File: config.mk
export PLATFORM = sky130hd
export DESIGN_NAME = swc_sleep_ctrl
export DESIGN_NICKNAME = d
export VERILOG_FILES = /design/src/hw/swc_pin_hold.v /design/src/hw/swc_sleep_ctrl.v
export VERILOG_INCLUDE_DIRS = /design/src /design/src/hw
export SDC_FILE = /design/constraint.sdc
export NUM_CORES = 1
export LEC_CHECK = 0
export BUFFER_PORTS_ARGS = -buffer_cell sky130_fd_sc_hd__buf_2
export CAP_MARGIN = 20
export CORE_ASPECT_RATIO = 1.2
export CORE_UTILIZATION = 45
export DETAILED_ROUTE_END_ITERATION = 10
export GPL_ROUTABILITY_DRIVEN = 1
export PLACE_DENSITY_LB_ADDON = 0.2
export SLEW_MARGIN = 20
export SYNTH_ARGS = -nofsm -noshare
export SYNTH_HDL_FRONTEND = slang
export SYNTH_SLANG_ARGS = --single-unit
File: constraint.sdc
create_clock -name core_clk -period 5.25 [get_ports core_clk]
set_input_delay 0.525 -clock core_clk [delete_from_list [all_inputs] [get_ports core_clk]]
set_output_delay 0.525 -clock core_clk [all_outputs]
set_load 0.02 [all_outputs]
File: src/hw/swc_defines.vh
// Constants for the sleep/wake controller: offsets, fields, vector, timing.
// Assumes inclusion by bare name from the design files.
`ifndef SWC_DEFINES_VH
`define SWC_DEFINES_VH
// Register byte offsets
`define SWC_CTRL_OFF      12'h000
`define SWC_STATUS_OFF    12'h004
`define SWC_IRQEN_OFF     12'h008
`define SWC_IRQFLG_OFF    12'h00c
`define SWC_WDTCNT_OFF    12'h010
`define SWC_PIN_OFF       12'h014
// Status fields
`define SWC_PDF_BIT       3
`define SWC_TOF_BIT       4
`define SWC_ASLEEP_BIT    0
`define SWC_OSCON_BIT     1
// Control fields
`define SWC_WDTEN_BIT     0
`define SWC_GIE_BIT       1
// Wake source indices: ext pin, pin change, eight peripherals
`define SWC_NSRC          10
`define SWC_VECTOR        13'h0004
`define SWC_WDT_LIMIT     16'h0fff
`define SWC_NPIN          8
`endif

File: src/hw/swc_pin_hold.v
// Holds the I/O pin state (level and drive enable) frozen across power-down.
// Assumes the main file asserts freeze for the whole sleep period.
`timescale 1ns/1ps
module swc_pin_hold #(
   parameter NPIN = 8
) (
   // Clock and reset
   input  wire            core_clk,
   input  wire            nrst,
   // Live pin control
   input  wire            freeze,
   input  wire [NPIN-1:0] liveOut,
   input  wire [NPIN-1:0] liveOe,
   // Held pin control
   output reg  [NPIN-1:0] pinOut_ff,
   output reg  [NPIN-1:0] pinOe_ff
);
   genvar i;
   generate
      for (i = 0; i < NPIN; i = i + 1) begin : g_pin
         always @(posedge core_clk or negedge nrst) begin
            if (!nrst) begin
               pinOut_ff[i] <= 1'b0;
               pinOe_ff[i]  <= 1'b0;
            end else if (!freeze) begin
               pinOut_ff[i] <= liveOut[i];
               pinOe_ff[i]  <= liveOe[i];
            end
         end
      end
   endgenerate
endmodule // swc_pin_hold

File: src/hw/swc_sleep_ctrl.v
// Sleep/wake controller with APB registers, watchdog and pin hold.
// Assumes a single core_clk that models the always-running watchdog clock.
`timescale 1ns/1ps
`include "swc_defines.vh"

module swc_sleep_ctrl #(
   parameter NPIN = `SWC_NPIN,
   parameter PCW  = 13
) (
   // Clock and reset
   input  wire                  core_clk,
   input  wire                  nrst,
   // APB slave
   input  wire                  psel,
   input  wire                  penable,
   input  wire                  pwrite,
   input  wire [11:0]           paddr,
   input  wire [31:0]           pwdata,
   output reg  [31:0]           prdata_ff,
   output reg                   pready_ff,
   output reg                   pslverr_ff,
   // Pipeline
   input  wire                  sleepExec,
   input  wire                  wdtClearExec,
   input  wire [PCW-1:0]        programCounter,
   output reg  [PCW-1:0]        fetchAddr_ff,
   output reg                   fetchValid_ff,
   output reg                   vectorTake_ff,
   output reg                   coreRun_ff,
   // Power and resets
   input  wire                  extResetPinN,
   output reg                   oscDriveEn_ff,
   output reg                   wdtReset_ff,
   output reg                   deviceReset_ff,
   // Interrupt sources: ext pin, pin change, 8 async-capable peripherals
   input  wire [`SWC_NSRC-1:0]  irqFlag,
   input  wire [`SWC_NSRC-1:0]  irqAsyncOk,
   // I/O pins
   input  wire [NPIN-1:0]       liveOut,
   input  wire [NPIN-1:0]       liveOe,
   output wire [NPIN-1:0]       pinOut,
   output wire [NPIN-1:0]       pinOe
);
   localparam ST_AWAKE = 3'b001;
   localparam ST_SLEEP = 3'b010;
   localparam ST_WAKE  = 3'b100;

   reg [2:0]              state_ff,  nxt_state;
   reg                    pdFlag_ff, nxt_pdFlag;
   reg                    toFlag_ff, nxt_toFlag;
   reg                    wdtEn_ff;
   reg                    gie_ff;
   reg [`SWC_NSRC-1:0]    irqEn_ff;
   reg [15:0]             wdtCnt_ff, nxt_wdtCnt;
   reg                    wakeByWdt;
   reg                    rstSync1_ff, rstSync2_ff;

   wire apbWr = psel && penable && pwrite;
   wire asleep = state_ff[1];

   function hitOff;
      input [11:0] a;
      input [11:0] off;
      begin
         hitOff = (a == off);
      end
   endfunction

   wire [`SWC_NSRC-1:0] srcLive = irqFlag & irqEn_ff & (asleep ? irqAsyncOk
                                                                : {`SWC_NSRC{1'b1}});
   wire irqPending = |srcLive;
   wire wdtExpire = wdtEn_ff && (wdtCnt_ff == `SWC_WDT_LIMIT);
   // Pin is synchronised; the second stage alone is looked at
   wire extRstSeen = !rstSync2_ff;

   always @(posedge core_clk or negedge nrst) begin
      if (!nrst) begin
         rstSync1_ff <= 1'b1;
         rstSync2_ff <= 1'b1;
      end else begin
         rstSync1_ff <= extResetPinN;
         rstSync2_ff <= rstSync1_ff;
      end
   end

   always @* begin
      nxt_state  = state_ff;
      nxt_pdFlag = pdFlag_ff;
      nxt_toFlag = toFlag_ff;
      nxt_wdtCnt = wdtEn_ff ? wdtCnt_ff + 16'h0001 : 16'h0000;
      wakeByWdt  = 1'b0;
      if (wdtClearExec) begin
         nxt_wdtCnt = 16'h0000;
      end
      case (state_ff)
         ST_AWAKE: begin
            // pending interrupt turns sleep into no-op
            if (sleepExec && !irqPending) begin
               // clear watchdog count, keep it running
               nxt_wdtCnt = 16'h0000;
               // power-down flag cleared by real sleep
               nxt_pdFlag = 1'b0;
               nxt_toFlag = 1'b1;
               nxt_state  = ST_SLEEP;
            end else if (wdtExpire) begin
               nxt_wdtCnt = 16'h0000;
               nxt_toFlag = 1'b0;
            end
         end
         ST_SLEEP: begin
            // late interrupt wakes right after entry
            if (irqPending) begin
               nxt_state = ST_WAKE;
            end else if (wdtExpire) begin
               wakeByWdt  = 1'b1;
               nxt_toFlag = 1'b0;
               nxt_wdtCnt = 16'h0000;
               nxt_state  = ST_WAKE;
            end
         end
         ST_WAKE: begin
            nxt_state = ST_AWAKE;
         end
         default: begin
            nxt_state = ST_AWAKE;
         end
      endcase
   end

   always @(posedge core_clk or negedge nrst) begin
      if (!nrst) begin
         state_ff      <= ST_AWAKE;
         oscDriveEn_ff <= 1'b1;
         coreRun_ff    <= 1'b1;
         pdFlag_ff     <= 1'b1;
         toFlag_ff     <= 1'b1;
         wdtCnt_ff     <= 16'h0000;
         wdtReset_ff   <= 1'b0;
         deviceReset_ff <= 1'b0;
         fetchAddr_ff  <= {PCW{1'b0}};
         fetchValid_ff <= 1'b0;
         vectorTake_ff <= 1'b0;
      end else if (extRstSeen) begin
         // reset pin gives device reset; wdtEn_ff, gie_ff and irqEn_ff keep their values
         state_ff       <= ST_AWAKE;
         oscDriveEn_ff  <= 1'b1;
         coreRun_ff     <= 1'b0;
         pdFlag_ff      <= 1'b1;
         toFlag_ff      <= 1'b1;
         wdtCnt_ff      <= 16'h0000;
         wdtReset_ff    <= 1'b0;
         deviceReset_ff <= 1'b1;
         fetchAddr_ff   <= {PCW{1'b0}};
         fetchValid_ff  <= 1'b0;
         vectorTake_ff  <= 1'b0;
      end else begin
         state_ff       <= nxt_state;
         pdFlag_ff      <= nxt_pdFlag;
         toFlag_ff      <= nxt_toFlag;
         wdtCnt_ff      <= nxt_wdtCnt;
         deviceReset_ff <= 1'b0;
         oscDriveEn_ff  <= (nxt_state != ST_SLEEP);
         coreRun_ff     <= (nxt_state != ST_SLEEP);
         // Awake expiry is a watchdog reset, asleep expiry is not
         wdtReset_ff    <= (state_ff == ST_AWAKE) && wdtExpire
                           && !(sleepExec && !irqPending);
         fetchValid_ff  <= (state_ff == ST_AWAKE) && sleepExec;
         if ((state_ff == ST_AWAKE) && sleepExec) begin
            fetchAddr_ff <= programCounter + {{(PCW-1){1'b0}}, 1'b1};
         end
         // run next instruction, then vector if enabled
         vectorTake_ff  <= (state_ff == ST_WAKE) && gie_ff && !wakeByWdt
                           && (toFlag_ff == 1'b1);
      end
   end

   swc_pin_hold #(
      .NPIN(NPIN)
   ) u_pin_hold (
      .core_clk  (core_clk),
      .nrst      (nrst),
      .freeze    (asleep),
      .liveOut   (liveOut),
      .liveOe    (liveOe),
      .pinOut_ff (pinOut),
      .pinOe_ff  (pinOe)
   );

   // APB registers
   wire mapped = hitOff(paddr, `SWC_CTRL_OFF) || hitOff(paddr, `SWC_STATUS_OFF)
              || hitOff(paddr, `SWC_IRQEN_OFF) || hitOff(paddr, `SWC_IRQFLG_OFF)
              || hitOff(paddr, `SWC_WDTCNT_OFF) || hitOff(paddr, `SWC_PIN_OFF);

   always @(posedge core_clk or negedge nrst) begin
      if (!nrst) begin
         wdtEn_ff   <= 1'b0;
         gie_ff     <= 1'b0;
         irqEn_ff   <= {`SWC_NSRC{1'b0}};
         prdata_ff  <= 32'h00000000;
         pready_ff  <= 1'b0;
         pslverr_ff <= 1'b0;
      end else begin
         pready_ff  <= psel && !penable;
         pslverr_ff <= psel && !penable && !mapped;
         if (apbWr && pready_ff && hitOff(paddr, `SWC_CTRL_OFF)) begin
            wdtEn_ff <= pwdata[`SWC_WDTEN_BIT];
            gie_ff   <= pwdata[`SWC_GIE_BIT];
         end
         if (apbWr && pready_ff && hitOff(paddr, `SWC_IRQEN_OFF)) begin
            irqEn_ff <= pwdata[`SWC_NSRC-1:0];
         end
         prdata_ff <= 32'h00000000;
         if (psel && !penable && !pwrite) begin
            if (hitOff(paddr, `SWC_CTRL_OFF)) begin
               prdata_ff <= {30'h0, gie_ff, wdtEn_ff};
            end else if (hitOff(paddr, `SWC_STATUS_OFF)) begin
               prdata_ff <= {27'h0, toFlag_ff, pdFlag_ff, 1'b0, oscDriveEn_ff, asleep};
            end else if (hitOff(paddr, `SWC_IRQEN_OFF)) begin
               prdata_ff <= {22'h0, irqEn_ff};
            end else if (hitOff(paddr, `SWC_IRQFLG_OFF)) begin
               prdata_ff <= {22'h0, irqFlag};
            end else if (hitOff(paddr, `SWC_WDTCNT_OFF)) begin
               prdata_ff <= {16'h0, wdtCnt_ff};
            end else if (hitOff(paddr, `SWC_PIN_OFF)) begin
               prdata_ff <= {16'h0, pinOe, pinOut};
            end
         end
      end
   end

endmodule // swc_sleep_ctrl

==> Yosys cells after proc, flatten, opt, wreduce, memory -nomap -nowiden <==
Index checks and enable logic that the tools add are counted.
Widths: inputs -> output; s select.
{ "word_totals": {"input_bits": 101, "out_inout_bits": 69, "regBits": 104} }
{ "classes": {"eq_ne": 15, "n_addsub": 2, "reduce_logical": 31, "muxes": 39, "bitwise_logic": 2} }
{ "ops": {"columns": ["cell", "n"], "rows": [
  ["$mux 16", 12],
  ["$mux 32", 1],
  ["$pmux 16 s2", 1],
  ["$mux 13", 2],
  ["$eq 12x4->1 const B", 2],
  ["$eq 12x5->1 const B", 2],
  ["$and 10x10->10", 2],
  ["$add 16x1->16 const B", 1],
  ["$eq 16x12->1 const B", 1],
  ["$logic_and 1x1->1", 16],
  ["$mux 1", 16],
  ["$add 13x1->13 const B", 1],
  ["$eq 12x3->1 const B", 1],
  ["$logic_not 12->1", 1],
  ["$mux 3", 4],
  ["$mux 10", 1],
  ["$reduce_or 10->1", 1],
  ["$logic_not 1->1", 6],
  ["$ne 2x1->1 const B", 3],
  ["$pmux 3 s2", 1],
  ["$logic_or 1x1->1", 5],
  ["$reduce_and 2->1", 2],
  ["$eq 3x1->1 const B", 1],
  ["$eq 3x2->1 const B", 1],
  ["other kinds (5)", 5]
]} }

==> Depth between registers and ports, before layout <==
Gate-level depths: netlist (run 1).
{ "depth": {"depth_word": 9, "mapped_depth": 8, "ltp_nobuf": 6} }

==> Cells and area by module <==
A second synthesis (run 1) with hierarchy kept.
{ "hier_totals": {"hier_cells": 402, "hier_area_um2": 4374.2} }
{ "by_module_without_submodules": {"columns": ["mod", "seq_area_each_um2", "n_inst", "area_per_inst_um2", "cells_each"], "rows": [
  ["swc_sleep_ctrl", 1810.5, 1, 3724.8, 368],
  ["swc_pin_hold", 400.4, 1, 649.4, 34]
]} }

==> Worst setup path before layout (run 1) <==
Ideal clock, no wire load.
{ "synth_path": {"path_type": "input to register", "start": "input port paddr[9]", "end": "register gie_ff", "arrival_ps": 2023, "setup_slack_ps": 3102, "stages": 5, "path_buffers": 0, "required_time_ps": 5125, "cell_sequence": "nor4_2 -> nand3_2 -> or3_4 -> or3_4 -> mux2_4"} }
{ "synth_via": {"elab_chain_cells": 2} }
{ "synth_rtl": {"columns": ["item", "line_no", "text"], "rows": [
  ["from (decl)", "swc_sleep_ctrl.v:17", "input wire [11:0] paddr,"],
  ["$logic_not 12->1", "swc_sleep_ctrl.v:65", "hitOff = (a == off);"],
  ["$logic_and 1x1->1", "swc_sleep_ctrl.v:205", "if (apbWr && pready_ff && hitOff(paddr, `SWC_CTRL_OFF)) begin"],
  ["to (signal assigned)", "swc_sleep_ctrl.v:207", "gie_ff <= pwdata[`SWC_GIE_BIT];"],
  ["to (decl)", "swc_sleep_ctrl.v:52", "reg gie_ff;"]
]} }
No other way between the ends.
A chain may end at the register's enable or synchronous reset.

==> Worst setup path in the final report (run 1) <==
{ "layout_path": {"start": "register state_ff[1]", "end": "register wdtCnt_ff[10]"} }
{ "layout_via": {"elab_chain_cells": 8} }
{ "layout_rtl": {"columns": ["item", "line_no", "text"], "rows": [
  ["from (decl)", "swc_sleep_ctrl.v:48", "reg [2:0] state_ff, nxt_state;"],
  ["from (signal assigned)", "swc_sleep_ctrl.v:157", "state_ff <= nxt_state;"],
  ["$mux 10", "swc_sleep_ctrl.v:69", "wire [`SWC_NSRC-1:0] srcLive = irqFlag & irqEn_ff & (asleep ? irqAsyncOk"],
  ["$and 10x10->10", "swc_sleep_ctrl.v:69", null],
  ["$reduce_or 10->1", "swc_sleep_ctrl.v:71", "wire irqPending = |srcLive;"],
  ["$logic_not 1->1", "swc_sleep_ctrl.v:98", "if (sleepExec && !irqPending) begin"],
  ["$logic_and 1x1->1", "swc_sleep_ctrl.v:98", null],
  ["$mux 16", "swc_sleep_ctrl.v:98", null],
  ["$pmux 16 s2 *", "swc_sleep_ctrl.v:95", "case (state_ff)"],
  ["$mux 16 *", "swc_sleep_ctrl.v:143", "end else if (extRstSeen) begin"],
  ["to (signal assigned)", "swc_sleep_ctrl.v:160", "wdtCnt_ff <= nxt_wdtCnt;"],
  ["to (decl)", "swc_sleep_ctrl.v:54", "reg [15:0] wdtCnt_ff, nxt_wdtCnt;"]
]} }
Mark *: on every way between the ends. The rest lies on a longest branch, timed or not.

==> run summary, run 1 <==
The run finished with clean final reports. In this run the critical register-to-register path is launched from state_ff[1]. The most common cell after layout, fill and taps aside is sky130_fd_sc_hd__buf_2. The timing-limited maximum frequency came out at 346 MHz. Setup repair after global routing left no endpoint under its margin. The path with the worst hold slack has its endpoint at rstSync1_ff. The combinational group share of total power came out at 0.132. In this run the most critical hold path is launched from extResetPinN. The number of setup violations in the final report came out at 0. The antenna violation net count after detailed routing is 0.

The areal power density over the cells came out at 279 mW/mm^2. STA classifies the critical path endpoint as a flip-flop. The share of the yosys chip area belonging to registers came out at 0.499.

During I/O placement, the number of pins put on the boundary was 170. The worst vdd rail ir drop is 127 uV. In the finished design, the share of the clock period the worst path needs comes to 0.550.

Internal power comes to 0.00112 W. The max-capacitance violation count came out at 0. The post-synthesis instance area is between 0.004 and 0.005 mm^2. Synthesis inferred 88 register bits.

Of all nets on the critical path, the largest fanout is 29. The worst pin sits at a relative slew slack of 0.413. The final RePlAce weighted congestion came out at around 0.83. The number of buffers added by the clock tree synthesis step came out at 9. The total number of nets in the final design is 651. Buffers placed on the I/O ports in this run total 131. The count of warnings emitted by yosys is 0. The switching power is 0.000392 W. The depth of the most critical reg-to-reg path is 5. The critical path is of the flip-flop to flip-flop type. The required time of the critical path is 5.44 ns. The first-pass iteration count of the detailed router came out at 4. The most used flip-flop cell after synthesis is sky130_fd_sc_hd__dfrtp_1.

In this run the deepest clock path goes through 2 buffers. The worst setup path is launched from a flip-flop. The total overflow reported by the global router came out at 0.

Compared with the post-synthesis result, the final layout area differs by 22.0%. The proportion of register bits with asynchronous set or reset after synthesis came out at 1.00. The number of slew-limit violations in the final report came out at 0. The antenna diode count came out at 0. Of the cells placed in the final design, the portion with a size suffix greater than 1 is 0.360. The total wire length after detailed routing came out at 10300 um. The worst register-to-register path ends at wdtCnt_ff[10]. The largest net degree at the start of global routing came out at approximately 90.

The time the final worst path needs with I/O delays and setup came out at 2.89 ns. Prior to clock tree synthesis, the placed netlist has a worst setup slack of about 2.1 ns. The average wire length per cell after detail routing came out at 15.2 um. The mean area per synthesized cell came out at 10.5 um^2. The static leakage power came out at ~2.6 nW.

At the later pin of the worst-skew pair, clock insertion delay measures between 0.3 and 0.4 ns. In this run the vertical extent of the chip is between 100 and 150 um. The clock-pin slew of the registers on the worst-case setup and hold paths came out at 0.06 ns. For this design, the sink count on the clock tree is slightly below 90.

The number of flops mapped to enable cells by yosys is 0. The die covers 0.0103 mm^2. The sum of negative setup slack came out at 0 ns.

At the pin with the least slew margin, the transition time is just under 0.9 ns. The cell chosen for the clock root is sky130_fd_sc_hd__clkbuf_16. The number of failing hold endpoints at the final stage is 0.

The first routing iteration left between 100 and 150 violations. The clock tree synthesis step divided the H-tree into 3 levels. The number of rows created at floorplan came out at 39. The number of antenna violations at the first check in global routing is 0.

The total power is 0.00151 W. TritonCTS built the clock tree. The share of total power dissipated in the clock network is 0.384. The half-perimeter wire length of the detailed placement result is roughly 7600 um. The detailed-route DRC error count is 0. After detailed routing, the number of vias per cell comes to 5.19. The die width is 92.6 um. In the layout the commonest cells are 130 x sky130_fd_sc_hd__buf_2, 80 x sky130_fd_sc_hd__dfrtp_1, 48 x sky130_fd_sc_hd__nor2_1, 37 x sky130_fd_sc_hd__nand2_1, 27 x sky130_fd_sc_hd__mux2_2. The sequential share of power came out at 0.484. The first global-routing pass estimated about 17000 um of wire. Setup slack on the worst reg-to-reg path comes out at 2.36 ns. For the worst setup path, the data arrival time is between 3 and 4 ns. The post-layout worst setup margin is 2.36 ns. Between clock sinks in the finished design, the worst skew comes to 0.00749 ns. The total number of vias came out at 3509. The total area inside the core boundary comes to ~0.0096 mm^2. The type of the most critical hold path is input port to flip-flop. In this run, distinct cell masters in the synthesized netlist total 55.

The total routing resource utilization after global routing came out at 0.214. For this configuration, the core starts out at a cell density of 0.464. The instance count along the most critical hold path is 1.

Of the total power, the share spent switching nets is 0.260. The via count of the first global-routing pass was 3566. Synthesis produced a netlist whose cell count is 421.
through the flow:
| step | utilization | hold WS, ns | std cells | cell area [um^2] |
|---|---|---|---|---|
| final | 0.565 | 0.298 | 676 | 5410 |
| after global routing | 0.565 | 0.283 | 676 | 5410 |
| after CTS | 0.565 | 0.291 | 676 | 5400 |
| after detailed placement | 0.536 | 0.307 | 659 | 5120 |
| after global placement | 0.535 | 0.305 | 659 | 5120 |
| after floorplan | - | 0.229 | 436 | 4490 |
metal layers:
layer  wire length, um  vias up  part of all wire  track usage
li1                  -     1704                 -            -
met1              4390     1656              0.43        0.270
met2              4940      130              0.48        0.351
met3               705       19             0.068       0.0514
met4               272        0             0.026       0.0906
met5                 0        -                 0            0
Yosys cell counts (7+ instances only):
master	n	area share
sky130_fd_sc_hd__dfrtp_1	81	0.46
sky130_fd_sc_hd__nor2_1	48	0.041
sky130_fd_sc_hd__nand2_1	37	0.031
sky130_fd_sc_hd__mux2_2	27	0.069
sky130_fd_sc_hd__buf_4	17	0.029
sky130_fd_sc_hd__mux2i_1	16	0.036
sky130_fd_sc_hd__nand3_1	16	0.018
sky130_fd_sc_hd__xor2_1	14	0.028
sky130_fd_sc_hd__a211oi_1	11	0.019
sky130_fd_sc_hd__inv_1	11	0.0093
sky130_fd_sc_hd__a21oi_1	10	0.011
sky130_fd_sc_hd__xnor2_1	10	0.020
sky130_fd_sc_hd__nor2b_1	9	0.013
sky130_fd_sc_hd__nor3_1	8	0.0090
sky130_fd_sc_hd__clkbuf_1	7	0.0059
sky130_fd_sc_hd__dfstp_2	7	0.041
sky130_fd_sc_hd__o21ai_0	7	0.0079
cell families after synthesis:
| family | Yosys count | synth area share |
|---|---|---|
| other | 1 | 0.000846 |
| AO/OA/AOI/OAI | 53 | 0.0838 |
| buffers and inverters | 43 | 0.0522 |
| AND/OR/NAND/NOR | 164 | 0.195 |
| flip-flops | 88 | 0.499 |
| adder cells (fa/ha/maj) | 2 | 0.00564 |
| XOR/XNOR | 24 | 0.0474 |
| multiplexers | 46 | 0.117 |
flip-flops by register name (all words and copies together) (netlist names), 3 cells and up:
register	count
irqEn_ff	10
prdata_ff	16
u_pin_hold.pinOe_ff	8
wdtCnt_ff	16
state_ff	3
fetchAddr_ff	13
u_pin_hold.pinOut_ff	8
final cells by class:
type	instances	area, um^2
Clock buffer	13	250
Clock inverter	3	17.5
Fill cell	898	4160
Inverter	11	41.3
Multi-Input combinational cell	305	2050
Sequential cell	88	2210
Tap cell	123	154
Timing Repair Buffer	133	679
power groups by stage:
stage / clock, W / combinational [W] / sequential (W)
4_1_cts: 0.000591 / 0.000202 / 0.000730
6_report: 0.000579 / 0.000199 / 0.000730
5_1_grt: 0.000622 / 0.000219 / 0.000732
3_3_place_gp: 0 / 0.000197 / 0.000741
3_5_place_dp: 0 / 0.000201 / 0.000742
2_1_floorplan: 0 / 0.0000983 / 0.000762
timing repair:
action                                 CTS  global route
endpoints found under the hold margin    1             0
buffers inserted                         0             0
hold buffers                             1             0
resized for setup                        0             0
setup endpoints to repair                0             0
worst max-delay path: stages (launching register included):
cell and delay [ns]:
sky130_fd_sc_hd__dfrtp_2 0.63, sky130_fd_sc_hd__nor3b_1 0.50, sky130_fd_sc_hd__and2_1 0.78, sky130_fd_sc_hd__a31oi_1 0.18, sky130_fd_sc_hd__nor3_4 0.53, sky130_fd_sc_hd__nor2_1 0.12
worst max-delay path by stage:
| stage | cells past startpoint | end | startpoint |
|---|---|---|---|
| after floorplan | 5 | gie_ff | paddr[9] |
| after global placement | 5 | wdtCnt_ff[15] | state_ff[1] |
| after detailed placement | 5 | wdtCnt_ff[15] | state_ff[1] |
| after CTS | 5 | wdtCnt_ff[10] | state_ff[1] |
| after global routing | 5 | wdtCnt_ff[4] | state_ff[1] |
| final | 5 | wdtCnt_ff[10] | state_ff[1] |
Note: power is estimated with default switching activity, not from simulation.
==> run 2, diff against run 1 <==
clock period = 2.5 ns   (was 5.25 ns; I/O delays follow)
==> run summary, run 2 (same netlist as run 1, synthesis figures left out) <==
The antenna diode count was 0 (unchanged). The required time of the critical path came out at 2.75 ns (-2.69 ns). The number of setup violations in the final report came out at 0 (unchanged). The number of rows created at floorplan is 39 (unchanged). The tree is rooted in a sky130_fd_sc_hd__clkbuf_16.

The number of placed I/O pins is 170 (unchanged). The sequential share of power came out at 0.476 (-0.008). The clock share of power is 0.386 (+0.002). The post-CTS setup buffer count is 0 (unchanged). The area of the core region came to 0.00956 mm^2 (unchanged).

The switching portion of total power is 0.271 (+0.0111). The critical path in this run is classified as flip-flop to flip-flop. The cell with the most instances on the worst path is sky130_fd_sc_hd__buf_4.

Setup repair after global routing left no endpoint under its margin. The number of buffers between clock root and the deepest sink came out at 2 (unchanged). The instance count along the most critical hold path is 2 (+1). The time the final worst path needs with I/O delays and setup is 2.11 ns (-0.777 ns). Leaving out fill and tap cells, the most frequent cell in the layout is sky130_fd_sc_hd__buf_2. The data arrival time of the critical path is 2.36 ns (-0.72 ns). The worst clock skew is 0.00524 ns (-0.00225 ns). The die span in y came out at 111 um (unchanged). The total routing resource utilization after global routing came out at 0.217 (+0.00266). The clock sink count is 88 (unchanged). The pin slew with the least headroom to its limit came out at 0.720 ns (-0.161 ns). The critical-path maximum fanout came out at 24 (-17%).

The static leakage power is 2.72 nW (+2.8%). The number of antenna violations at the first check in global routing came to 0 (unchanged). The half-perimeter wire length of the detailed placement result was 8050 um (+5.3%).

The total wire length after detailed routing is 10500 um (+2.2%). The combined area of the multi-input logic cells came to 0.00205 mm^2 (unchanged). The detailed-route DRC error count came out at 0 (unchanged). The highest cell delay on the worst timing path came out at 0.49 ns (-0.29 ns). The combinational group share of total power is 0.138 (+0.006).

The sum of negative setup slack was 0 ns (unchanged). The largest net degree at the start of global routing came to 42 (-52%). The DRC marker count from the first detailed-route iteration was 169 (+33%).

The critical path goes through buf_4 > nor3b_1 > and2_1 > buf_4 > nor2_1 > a311oi_1. The antenna violation net count after detailed routing came to 0 (unchanged). The total power came to 0.00320 W (+110%). The worst slew margin relative to its limit is 0.518 (+0.106). The clock-pin slew of the registers on the worst-case setup and hold paths came to 0.06 ns (about the same). The count of buffers inserted at the top-level ports is 131 (unchanged).

The number of slew-limit violations in the final report is 0 (unchanged). The first-pass iteration count of the detailed router is 4 (unchanged). The depth of the most critical reg-to-reg path was 6 (+1). The average vias per placed instance is 5.24 (+0.99%). The element type at the critical path end is a flip-flop. The total die area is 0.0103 mm^2 (unchanged). The H-tree depth came out at 3 (unchanged). The switching power was 0.000868 W (+120%). The final cycle utilization of the critical path is 0.845 (+0.295).

The final RePlAce weighted congestion is 0.890 (+6.6%). The layout cell share with drive strength beyond 1 came out at 0.375 (+0.0147). The type of the most critical hold path is input port to flip-flop.

The die width came out at 92.6 um (unchanged). The library cells used most frequently in the layout, excluding fill and tap cells, are 130 x sky130_fd_sc_hd__buf_2, 81 x sky130_fd_sc_hd__dfrtp_1, 48 x sky130_fd_sc_hd__nor2_1, 37 x sky130_fd_sc_hd__nand2_1, 27 x sky130_fd_sc_hd__mux2_2. The run finished with clean final reports. The worst vdd rail ir drop came out at 400 uV (+210%). The cell internal power dissipation is 0.00233 W (+110%). The areal power density over the cells came out at 580 mW/mm^2 (+110%).

The slowest cell on the critical path is sky130_fd_sc_hd__dfrtp_1. The signed area change from the synthesized netlist to the final layout is 24.5%. The total number of nets in the final design came out at 664 (+2.0%). The timing-limited maximum frequency is 473 MHz (+37%). The total overflow reported by the global router came to 0 (unchanged). The first-pass GRT wire length is 17100 um (-0.12%). The storage element area is 0.00221 mm^2 (about the same). The number of filler cells placed in the layout came out at 866 (-3.6%).

The number of failing hold endpoints at the final stage came out at 0 (unchanged). The average wire length per cell after detail routing is 15.3 um (+0.27%). In the final layout, the registers with the most flip-flops are prdata_ff x16, wdtCnt_ff x16, fetchAddr_ff x13. The max-capacitance violation count is 0 (unchanged). The worst setup path is launched from a flip-flop. The number of buffers added by the clock tree synthesis step came out at 9 (unchanged). The CTS tree is done. The starting utilization of the core area came to 0.464 (unchanged). The insertion delay of the later-clocked pin in the worst-skew pair is 0.34 ns (about the same). The total number of vias came out at 3612 (+2.9%). The via count of the first global-routing pass is 3584 (+0.50%).
-- run 2: critical path: cells and delay by family, from the launching register on --
family                 cells  cell delay, ns
AO/OA/AOI/OAI              1            0.23
flip-flops                 1            0.49
buffers and inverters      2            0.50
AND/OR/NAND/NOR            3            0.79
-- run 2: layer usage --
metal	routed length [um]	vias to the layer above	global-route usage
met3	690	15	0.0610
met2	5180	145	0.364
met5	0	-	0
li1	-	1734	-
met4	194	0	0.0854
met1	4470	1718	0.262
-- run 2: worst paths after layout --
check / slack (ns) / startpoint / to
worst max-delay path: 0.39 / state_ff[1] / fetchAddr_ff[10]
worst min-delay path: 0.14 / liveOe[4] / u_pin_hold.pinOe_ff[4]
worst max register to register: 0.39 / state_ff[1] / fetchAddr_ff[10]
worst min register to register: 0.36 / rstSync1_ff / rstSync2_ff
max in group asynchronous: 1.44 / nrst / wdtCnt_ff[15]
min in group asynchronous: 0.43 / nrst / irqEn_ff[9]
-- run 2: what timing repair did --
action	4_1_cts	5_1_grt
endpoints found under the hold margin	33	0
hold buffers	2	0
resized for setup	0	0
endpoints found under the setup margin	0	0
-- run 2: through the flow --
step	setup WS (ns)	utilization	cell area, um^2	std cells	hold WS, ns
global placement	0.344	0.546	5220	671	0.265
global route	0.159	0.577	5520	689	0.131
floorplan	0.612	-	4490	436	-0.0456
detailed placement	0.218	0.546	5220	671	0.267
CTS	0.200	0.577	5510	689	0.127
finish	0.388	0.577	5520	689	0.137
-- run 2: layout make-up --
class,instances,area share
clock inverter,6,0.00793
tap,123,0.0279
inverter,11,0.00748
clock buffer,10,0.0415
multi-input combinational,305,0.372
timing repair buffer,146,0.143
sequential,88,0.400
-- run 2: power by group through the flow --
stage,clock [W],combinational [W],sequential (W)
3_3_place_gp,0,0.000437,0.00155
5_1_grt,0.00133,0.000484,0.00153
4_1_cts,0.00126,0.000447,0.00152
3_5_place_dp,0,0.000443,0.00155
6_report,0.00124,0.000442,0.00152
2_1_floorplan,0,0.000206,0.00160
